--- src/core/adc_port_map.vh ---
// offsets, field positions, reset values and timing counts for the converter output port
`ifndef ADC_PORT_MAP_VH
`define ADC_PORT_MAP_VH
// mode register addresses
`define REG_RESET       7'h00
`define REG_POWER       7'h01
`define REG_TIMING      7'h02
`define REG_OUTPUT      7'h03
// field positions
`define RESET_BIT       7
`define POWER_SLEEP     0
`define POWER_NAP       1
`define TIMING_DCS      0
`define TIMING_PH_LO    1
`define TIMING_PH_HI    2
`define OUT_MODE_LO     0
`define OUT_MODE_HI     1
`define OUT_TERM        4
`define OUT_CUR_LO      5
`define OUT_CUR_HI      7
// reset values
`define POWER_RST       8'h00
`define TIMING_RST      8'h00
`define OUTPUT_RST      8'h00
// output mode codes
`define MODE_CMOS       2'h0
`define MODE_DDR_CMOS   2'h1
`define MODE_DDR_LVDS   2'h2
// lvds drive code used by parallel mode (higher current)
`define CUR_HIGH        3'h0
// serial frame: one command bit, seven address bits, eight data bits
`define FRAME_BITS      5'h10
`define HDR_BITS        5'h08
// sample word: fourteen data bits plus range flag
`define SAMPLE_W        15
`define FIFO_DEPTH      16
`define PHASE_MAX       3
`endif

--- src/core/adc_output_port.v ---
// mode pins, serial programming port and sample output stage of the converter
`timescale 1ns/100ps
`default_nettype none
`include "adc_port_map.vh"
module adc_output_port (
   // clock and reset
   input  wire        mclk,
   input  wire        reset,
   // pins from outside the clock domain
   input  wire        program_mode_strap,
   input  wire        encode_clock_true,
   input  wire        encode_clock_complement,
   input  wire        chip_select_n,
   input  wire        serial_clock,
   input  wire        serial_data_in,
   // open-drain serial data out
   output reg         serial_data_out,
   output reg         serial_data_out_oe,
   // converter core result, same clock domain
   input  wire [13:0] sample_value,
   input  wire        sample_over_range,
   // sample outputs
   output reg  [13:0] data_pins,
   output reg         range_flag,
   output reg         forwarded_output_clock_true,
   output reg         forwarded_output_clock_complement,
   // operating mode status
   output reg  [1:0]  output_mode,
   output reg  [2:0]  lvds_current,
   output reg         lvds_termination,
   output reg         stabilizer_enable,
   output reg         sleep_mode,
   output reg         nap_mode,
   output reg         conversion_start,
   output reg         sample_dropped
);
   // two-flop synchronisers for every pin input
   reg  [5:0] pin_meta_q;
   reg  [5:0] pin_sync_q;
   wire       strap_s;
   wire       enc_t_s;
   wire       enc_c_s;
   wire       cs_n_s;
   wire       sck_s;
   wire       sdi_s;

   always @(posedge mclk) begin
      if (reset) begin
         pin_meta_q <= 6'h00;
         pin_sync_q <= 6'h00;
      end else begin
         pin_meta_q <= {program_mode_strap, encode_clock_true, encode_clock_complement,
                        chip_select_n, serial_clock, serial_data_in};
         pin_sync_q <= pin_meta_q;
      end
   end
   assign strap_s = pin_sync_q[5];
   assign enc_t_s = pin_sync_q[4];
   assign enc_c_s = pin_sync_q[3];
   assign cs_n_s  = pin_sync_q[2];
   assign sck_s   = pin_sync_q[1];
   assign sdi_s   = pin_sync_q[0];

   // edge detection on synchronised levels
   reg  sck_q;
   reg  enc_q;
   wire enc_lvl;
   wire sck_rise;
   wire sck_fall;
   wire enc_rise;
   wire enc_fall;
   wire serial_mode;
   wire framed;

   // true high with complement low; a grounded complement leaves the true input alone
   assign enc_lvl  = enc_t_s & ~enc_c_s;
   assign enc_rise = enc_lvl & ~enc_q;
   assign enc_fall = ~enc_lvl & enc_q;
   assign sck_rise = sck_s & ~sck_q;
   assign sck_fall = ~sck_s & sck_q;
   // strap low selects the serial port; the strap is assumed static
   assign serial_mode = ~strap_s;
   // shifting only inside a low chip select
   assign framed = serial_mode & ~cs_n_s;

   always @(posedge mclk) begin
      if (reset) begin
         sck_q <= 1'b0;
         enc_q <= 1'b0;
      end else begin
         sck_q <= sck_s;
         enc_q <= enc_lvl;
      end
   end

   // serial frame: command bit, address, data; mode registers
   reg  [14:0] shift_q;
   reg  [4:0]  bitcnt_q;
   reg  [7:0]  rd_shift_q;
   reg         rd_frame_q;
   reg  [7:0]  power_q;
   reg  [7:0]  timing_q;
   reg  [7:0]  output_q;
   wire [7:0]  wr_data;
   wire [6:0]  wr_addr;
   wire        wr_fire;
   wire        soft_reset;

   // readback decode, used at the header boundary
   function [7:0] reg_read;
      input [6:0] addr;
      input [7:0] pw;
      input [7:0] tm;
      input [7:0] om;
      begin
         case (addr)
            `REG_POWER:  reg_read = pw;
            `REG_TIMING: reg_read = tm;
            `REG_OUTPUT: reg_read = om;
            default:     reg_read = 8'h00;
         endcase
      end
   endfunction

   assign wr_data    = {shift_q[6:0], sdi_s};
   assign wr_addr    = shift_q[13:7];
   assign wr_fire    = framed & sck_rise & (bitcnt_q == (`FRAME_BITS - 5'h01)) & ~shift_q[14];
   assign soft_reset = wr_fire & (wr_addr == `REG_RESET) & wr_data[`RESET_BIT];

   // sample data in on each rising serial clock inside the frame
   always @(posedge mclk) begin
      if (reset) begin
         shift_q  <= 15'h0000;
         bitcnt_q <= 5'h00;
      end else if (~framed) begin
         bitcnt_q <= 5'h00;
      end else if (sck_rise) begin
         shift_q <= {shift_q[13:0], sdi_s};
         if (bitcnt_q != `FRAME_BITS) begin
            bitcnt_q <= bitcnt_q + 5'h01;
         end
      end
   end

   // mode register writes; a reset write returns them to defaults
   always @(posedge mclk) begin
      if (reset | soft_reset) begin
         power_q  <= `POWER_RST;
         timing_q <= `TIMING_RST;
         output_q <= `OUTPUT_RST;
      end else if (wr_fire) begin
         case (wr_addr)
            `REG_POWER:  power_q  <= wr_data;
            `REG_TIMING: timing_q <= wr_data;
            `REG_OUTPUT: output_q <= wr_data;
            default:     power_q  <= power_q;
         endcase
      end
   end

   // readback: loaded after the header, one bit per falling serial clock
   always @(posedge mclk) begin
      if (reset) begin
         rd_shift_q         <= 8'h00;
         rd_frame_q         <= 1'b0;
         serial_data_out    <= 1'b0;
         serial_data_out_oe <= 1'b0;
      end else if (~framed) begin
         // released outside a frame and in parallel mode
         rd_frame_q         <= 1'b0;
         serial_data_out_oe <= 1'b0;
      end else if (sck_rise & (bitcnt_q == (`HDR_BITS - 5'h01))) begin
         rd_frame_q <= shift_q[6];
         rd_shift_q <= reg_read({shift_q[5:0], sdi_s}, power_q, timing_q, output_q);
      end else if (sck_fall & (bitcnt_q >= `HDR_BITS) & (bitcnt_q < `FRAME_BITS) &
                   rd_frame_q) begin
         // pull low for a zero, release for a one
         serial_data_out_oe <= ~rd_shift_q[7];
         rd_shift_q         <= {rd_shift_q[6:0], 1'b0};
      end else if (sck_fall & (bitcnt_q == `FRAME_BITS)) begin
         serial_data_out_oe <= 1'b0;
      end
   end

   // effective modes from registers or from static parallel pins
   reg  [1:0] mode_d;
   reg  [2:0] cur_d;
   reg        term_d;
   reg        dcs_d;
   reg        sleep_d;
   reg        nap_d;
   reg  [1:0] phase_d;

   always @* begin
      if (serial_mode) begin
         mode_d  = output_q[`OUT_MODE_HI:`OUT_MODE_LO];
         cur_d   = output_q[`OUT_CUR_HI:`OUT_CUR_LO];
         term_d  = output_q[`OUT_TERM];
         dcs_d   = timing_q[`TIMING_DCS];
         sleep_d = power_q[`POWER_SLEEP];
         nap_d   = power_q[`POWER_NAP];
         // output clock delay comes from the timing register
         phase_d = timing_q[`TIMING_PH_HI:`TIMING_PH_LO];
      end else begin
         // static pins give a reduced set of modes
         // clock pin picks full-rate CMOS or high-current LVDS
         mode_d  = sck_s ? `MODE_DDR_LVDS : `MODE_CMOS;
         cur_d   = `CUR_HIGH;
         term_d  = 1'b0;
         // chip select level drives the stabilizer
         dcs_d   = cs_n_s;
         // data in high puts the part to sleep
         sleep_d = sdi_s;
         nap_d   = 1'b0;
         phase_d = 2'h0;
      end
   end

   // mode status, drive current and termination reported to the pad ring
   always @(posedge mclk) begin
      if (reset) begin
         output_mode       <= `MODE_CMOS;
         lvds_current      <= 3'h0;
         lvds_termination  <= 1'b0;
         stabilizer_enable <= 1'b0;
         sleep_mode        <= 1'b0;
         nap_mode          <= 1'b0;
      end else begin
         output_mode       <= mode_d;
         lvds_current      <= cur_d;
         lvds_termination  <= term_d & (mode_d == `MODE_DDR_LVDS);
         stabilizer_enable <= dcs_d;
         sleep_mode        <= sleep_d;
         nap_mode          <= nap_d;
      end
   end

   // sample buffer between the converter core and the pins
   wire        powered;
   wire        fifo_in_ready;
   wire        fifo_out_valid;
   wire [14:0] fifo_out_data;
   wire        take;

   assign powered = ~(sleep_mode | nap_mode);
   // a powered-down output stage stops draining, so in nap the buffer really fills; sleep also stops the filling
   assign take    = enc_fall & powered & fifo_out_valid;

   sample_fifo #(
      .W  (`SAMPLE_W),
      .D  (`FIFO_DEPTH),
      .AW (4)
   ) u_fifo (
      .mclk      (mclk),
      .reset     (reset),
      .in_valid  (enc_rise & ~sleep_mode),
      .in_ready  (fifo_in_ready),
      .in_data   ({sample_over_range, sample_value}),
      .out_valid (fifo_out_valid),
      .out_ready (take),
      .out_data  (fifo_out_data)
   );

   // one conversion per encode rise outside sleep; a full buffer drops it and says so
   always @(posedge mclk) begin
      if (reset) begin
         conversion_start <= 1'b0;
         sample_dropped   <= 1'b0;
      end else begin
         conversion_start <= enc_rise & ~sleep_mode;
         sample_dropped   <= enc_rise & ~sleep_mode & ~fifo_in_ready;
      end
   end

   // output stage: held word, lane mux and forwarded clock
   reg  [13:0] hold_q;
   reg  [2:0]  enc_dly_q;
   reg  [13:0] ddr_pins;
   wire        ddr;
   wire        clk_next;

   assign ddr = (mode_d != `MODE_CMOS);

   // seven lanes carry bit pairs; the even pins are left unused
   // even bit on the falling edge, odd bit on the rising edge
   genvar g;
   generate
      for (g = 0; g < 7; g = g + 1) begin : g_lane
         always @* begin
            ddr_pins[2*g]   = 1'b0;
            ddr_pins[2*g+1] = enc_fall ? fifo_out_data[2*g] : hold_q[2*g+1];
         end
      end
   endgenerate

   // true output clock lags the encode level by one to four cycles
   assign clk_next = (phase_d == 2'h0) ? enc_lvl : enc_dly_q[phase_d - 2'h1];

   always @(posedge mclk) begin
      if (reset) begin
         enc_dly_q <= 3'h0;
         forwarded_output_clock_true       <= 1'b0;
         forwarded_output_clock_complement <= 1'b1;
      end else begin
         enc_dly_q <= {enc_dly_q[1:0], enc_lvl};
         // powered-down stage parks its clock low, so no phantom words are seen
         forwarded_output_clock_true       <= clk_next & powered;
         forwarded_output_clock_complement <= ~(clk_next & powered);
      end
   end

   always @(posedge mclk) begin
      if (reset) begin
         hold_q     <= 14'h0000;
         data_pins  <= 14'h0000;
         range_flag <= 1'b0;
      end else if (take) begin
         hold_q     <= fifo_out_data[13:0];
         // range flag travels with its own sample
         range_flag <= fifo_out_data[14];
         if (ddr) begin
            data_pins <= ddr_pins;
         end else begin
            // full word on the falling edge, bit 13 most significant
            data_pins <= fifo_out_data[13:0];
         end
      end else if (enc_rise & ddr & powered) begin
         // rising edge update with the odd bits
         data_pins <= ddr_pins;
      end
   end
endmodule // adc_output_port
`default_nettype wire

--- src/core/sample_fifo.v ---
// parameterised first-in first-out buffer for converted samples
`timescale 1ns/100ps
`default_nettype none
module sample_fifo #(
   parameter W  = 15,
   parameter D  = 16,
   parameter AW = 4
) (
   // clock and reset
   input  wire         mclk,
   input  wire         reset,
   // filling side
   input  wire         in_valid,
   output wire         in_ready,
   input  wire [W-1:0] in_data,
   // draining side
   output wire         out_valid,
   input  wire         out_ready,
   output wire [W-1:0] out_data
);
   reg  [W-1:0] mem [0:D-1];
   reg  [AW-1:0] wr_q;
   reg  [AW-1:0] rd_q;
   reg  [AW:0]   cnt_q;
   wire          push;
   wire          pop;

   // honest flags straight from the occupancy count
   assign in_ready  = (cnt_q != D[AW:0]);
   assign out_valid = (cnt_q != {(AW+1){1'b0}});
   assign out_data  = mem[rd_q];
   assign push      = in_valid & in_ready;
   assign pop       = out_valid & out_ready;

   // storage has no reset; only pointers and count need a defined value
   always @(posedge mclk) begin
      if (push) begin
         mem[wr_q] <= in_data;
      end
   end

   // pointers and count
   always @(posedge mclk) begin
      if (reset) begin
         wr_q  <= {AW{1'b0}};
         rd_q  <= {AW{1'b0}};
         cnt_q <= {(AW+1){1'b0}};
      end else begin
         if (push) begin
            wr_q <= wr_q + {{(AW-1){1'b0}}, 1'b1};
         end
         if (pop) begin
            rd_q <= rd_q + {{(AW-1){1'b0}}, 1'b1};
         end
         if (push & ~pop) begin
            cnt_q <= cnt_q + {{AW{1'b0}}, 1'b1};
         end else if (pop & ~push) begin
            cnt_q <= cnt_q - {{AW{1'b0}}, 1'b1};
         end
      end
   end
endmodule // sample_fifo
`default_nettype wire

--- config.mk ---
export PLATFORM = sky130hd
export DESIGN_NAME = adc_output_port
export DESIGN_NICKNAME = d
export VERILOG_FILES = /design/src/core/adc_output_port.v /design/src/core/sample_fifo.v
export VERILOG_INCLUDE_DIRS = /design/src /design/src/core
export SDC_FILE = /design/constraint.sdc
export NUM_CORES = 1
export LEC_CHECK = 0
export BUFFER_PORTS_ARGS = -buffer_cell sky130_fd_sc_hd__buf_4
export CAP_MARGIN = 30
export CELL_PAD_IN_SITES_DETAIL_PLACEMENT = 0
export CELL_PAD_IN_SITES_GLOBAL_PLACEMENT = 1
export CORE_UTILIZATION = 40
export DETAILED_ROUTE_END_ITERATION = 16
export GPL_ROUTABILITY_DRIVEN = 0
export PLACE_DENSITY_LB_ADDON = 0.25
export SYNTH_ARGS = -nofsm -noshare
export SYNTH_HDL_FRONTEND = slang
export SYNTH_SLANG_ARGS = --single-unit
--- constraint.sdc ---
create_clock -name mclk -period 5.61 [get_ports mclk]
set_input_delay 1.122 -clock mclk [delete_from_list [all_inputs] [get_ports mclk]]
set_output_delay 1.122 -clock mclk [all_outputs]
set_load 0.02 [all_outputs]
==> flow_summary.ini <==
[clock_tree]
cts_root_buf = sky130_fd_sc_hd__clkbuf_16
holdBufCountCts = 0
clk_latency_ps = 530
number_of_sinks_driven_by_the_clock_tree = 362
cts.repair.resized = 0
cts_setup_buffers = 0
cts_made_buffers = 39
clkSlewWorstSetupHoldPaths_ps = 60
clockBufferDepth = 3
tritoncts_clock_tree = yes
h-tree-depth = 2

[die]
starting_density_of_the_core_pct = 40.73
die_x_extent_um = 189.5
fp.dieArea_um2 = 35930
floorplan.core_area_um2 = 34540
io-pin-count = 53
rows = 68
fp.dieH_um = 189.5

[synthesis]
synthArstFlopShare_pct = 0
synth_largest_type_area_fraction_pct = 51.23
syn-cell-area_um2 = 14070
postSynthAreaPerCell_um2 = 15.68
ys.warnings.count = 0
synth_seq_area_share_pct = 68.59
synth.largest_area_cell = sky130_fd_sc_hd__edfxtp_1
net_count_after_synthesis = 935
synth.area.mux_share_pct = 14.75
post_synthesis_sequential_element_count = 362
synth_flop_cell = sky130_fd_sc_hd__edfxtp_1
post_synth_xor_area_fraction_pct = 0.6848
post_synth_fa_ha_maj_area_fraction_pct = 1.387
synth_compound_gate_area_share_pct = 4.767
netlist_top_cells_area = sky130_fd_sc_hd__edfxtp_1 (51%), sky130_fd_sc_hd__dfxtp_1 (17%), sky130_fd_sc_hd__mux4_2 (9.6%)
synth_top_family_by_area = multiplexers
synth_cell_type_count = 55
synthesis.instances = 897
yosys.area_share.simple_pct = 7.702
number_of_enable_type_register_cells_in_the_synthesized_netlist = 240

[placement]
portBuffers = 51
placed_cell_area_um2 = 15040
post-dp-hpwl_um = 17910
dpl_worst_slack_ps = 2351

[run_status]
run_status = finished clean

[route]
initial_drt_pass_iterations = 5
drt_wl_total_um = 30300
routed-via-count = 7632
drt-wirelength-per-cell_um = 20.88
drt_drc_violations_left = 0
initialDrtViolationCount = 483
vias_per_cell = 5.260
ant_nets = 0

[critical_path]
critPathArrivalTime_ps = 3670
worstPathRequired_ps = 6020
slowest_stage = sky130_fd_sc_hd__or4_1
critical_path.most_common_cell = sky130_fd_sc_hd__ha_1
timing.critical_path.from_type = register
cp_max_fo = 17
timing.critical_path.cells = or4_1 -> o2111ai_2 -> buf_4 -> ha_1 -> inv_1 -> ha_1 -> nor2b_1 -> o21a_1 -> or3_1 -> a21oi_1 -> mux2_2
crit_type = reg -> reg
cpPeakStageDelay_ps = 550
capturing_element_type_of_the_critical_path = register

[timing]
maxSlewViolCount = 0
max_freq_ghz = 0.3067
grt_setup_unrepaired = no
timing_hold_violations_final = 0
timing.max_slew.rel_slack_pct = 42.08
share_of_the_clock_period_used_by_the_worst_path_after_layout_pct = 58.12
hold-worst-slack_ps = 433.8
setup_viol = 0
tightestPinTransition_ps = 866.6
fin_tns_setup_ps = 0
post-route-min-period_ps = 3261
final.setup_skew_ps = 17.06
final.setup.worst_slack_ps = 2349

[cells_and_area]
fraction_of_final_layout_cells_sized_beyond_drive_strength_1_pct = 22.59
insertedDiodeCount = 0
final_core_util_pct = 46.95
final_cell_area_um2 = 16220
most_common_cell_after_layout_fill_and_taps_aside = sky130_fd_sc_hd__edfxtp_1
fillCellCount = 3035
areaGrowthSynthToFinish_pct = 15.29
final_net_count = 1003
mostFrequentLayoutCells = sky130_fd_sc_hd__edfxtp_1 (240), sky130_fd_sc_hd__dfxtp_1 (119), sky130_fd_sc_hd__nor2_1 (80), sky130_fd_sc_hd__buf_4 (72), sky130_fd_sc_hd__mux2i_1 (61)

[grt]
grt_first_pass_wirelength_um = 46290
globalRoute.totalOverflow = 0
antenna_found_initial = 1
grt_max_degree = 72
grt_use_total_pct = 17.16
number_of_global_route_vias_before_repair = 7696

[pwr]
ir_worst_vdd_uv = 240.6
static-leakage-power_uw = 0.005581
power.density_nw_per_um2 = 332.3

[job]
drv_cap = 0

[hold_path]
path_type_of_the_worst_min_delay_path = reg -> reg
==> kinds of logic (layout without fill, tap and decap cells) <==
family	Yosys count	in the layout
muxes	131	131
buffers and inverters	60	159
other	1	1
AOI/OAI and AO/OA	94	94
and+or+nand+nor	223	223
DFF	362	362
xor gates and xnor gates	11	11
adders and majority gates	15	15
==> Yosys cell counts (3+ instances only) <==
| cell type | n |
|---|---|
| sky130_fd_sc_hd__a211oi_1 | 5 |
| sky130_fd_sc_hd__a21oi_1 | 25 |
| sky130_fd_sc_hd__a22o_1 | 13 |
| sky130_fd_sc_hd__a22oi_1 | 21 |
| sky130_fd_sc_hd__and2_1 | 5 |
| sky130_fd_sc_hd__buf_1 | 6 |
| sky130_fd_sc_hd__buf_2 | 16 |
| sky130_fd_sc_hd__buf_4 | 7 |
| sky130_fd_sc_hd__buf_6 | 3 |
| sky130_fd_sc_hd__clkbuf_1 | 15 |
| sky130_fd_sc_hd__dfxtp_1 | 122 |
| sky130_fd_sc_hd__edfxtp_1 | 240 |
| sky130_fd_sc_hd__ha_1 | 14 |
| sky130_fd_sc_hd__inv_1 | 12 |
| sky130_fd_sc_hd__mux2_2 | 10 |
| sky130_fd_sc_hd__mux2i_1 | 61 |
| sky130_fd_sc_hd__mux4_2 | 60 |
| sky130_fd_sc_hd__nand2_1 | 54 |
| sky130_fd_sc_hd__nand2b_1 | 12 |
| sky130_fd_sc_hd__nand3_1 | 8 |
| sky130_fd_sc_hd__nand3b_1 | 4 |
| sky130_fd_sc_hd__nor2_1 | 90 |
| sky130_fd_sc_hd__nor2b_1 | 19 |
| sky130_fd_sc_hd__nor3_1 | 7 |
| sky130_fd_sc_hd__o21ai_0 | 5 |
| sky130_fd_sc_hd__o22ai_1 | 12 |
| sky130_fd_sc_hd__or4_1 | 4 |
| sky130_fd_sc_hd__xnor2_1 | 4 |
| sky130_fd_sc_hd__xor2_1 | 7 |
==> per-stage QoR <==
step | cells | power (uW)
final | 1451 | 5390
after detailed placement | 1379 | 3066
after global placement | 1376 | 3065
after global routing | 1451 | 5575
after floorplan | 897 | 3006
after CTS | 1451 | 5460
==> registers in the layout, indices dropped and copies added (netlist names), 2 cells and up, named ones only <==
register,flops
u_fifo.mem,240
shift_q,15
data_pins,14
output_q,8
power_q,8
rd_shift_q,8
timing_q,8
hold_q,7
pin_meta_q,6
pin_sync_q,6
bitcnt_q,5
u_fifo.cnt_q,5
u_fifo.rd_q,4
u_fifo.wr_q,4
enc_dly_q,3
lvds_current,3
output_mode,2
==> worst paths after layout <==
path	cells after the start	end	start	slack [ps]
max reg2reg	11	u_fifo.cnt_q[4]	u_fifo.cnt_q[0]	2350
max	11	u_fifo.cnt_q[4]	u_fifo.cnt_q[0]	2350
min	1	pin_sync_q[5]	pin_meta_q[5]	430
min reg2reg	1	pin_sync_q[5]	pin_meta_q[5]	430
==> critical path, delay by kind of cell (launching register included) <==
kind	cells	cell delay (ps)
compound gates	3	500
fa+ha+maj	2	570
flops	1	350
mux	1	340
simple gates	3	980
buf+inv	2	410
==> where the power goes <==
group	switching [uW]	leakage, uW	internal [uW]
clock	1010	0.000587	1370
sequential	14.8	0.00315	2860
combinational	86.8	0.00185	50.3
==> layer usage <==
layer | global-route usage [%] | vias up | wire length (um)
li1 | - | 3551 | -
met1 | 24.70 | 3878 | 14630
met2 | 26.84 | 144 | 13770
met3 | 2.915 | 57 | 1279
met4 | 4.777 | 2 | 608
met5 | 0 | - | 15
==> cell type report <==
type / instances / area (um^2) / area share [%]
clock inverter: 19 / 123.9 / 0.7637
timing repair buffer: 75 / 598.1 / 3.687
sequential: 362 / 9656 / 59.53
multi-input combinational: 475 / 4169 / 25.70
clock buffer: 53 / 1059 / 6.526
tap: 455 / 569.3 / 3.510
inverter: 12 / 45.04 / 0.2777
Note: power is estimated with default switching activity, not from simulation.
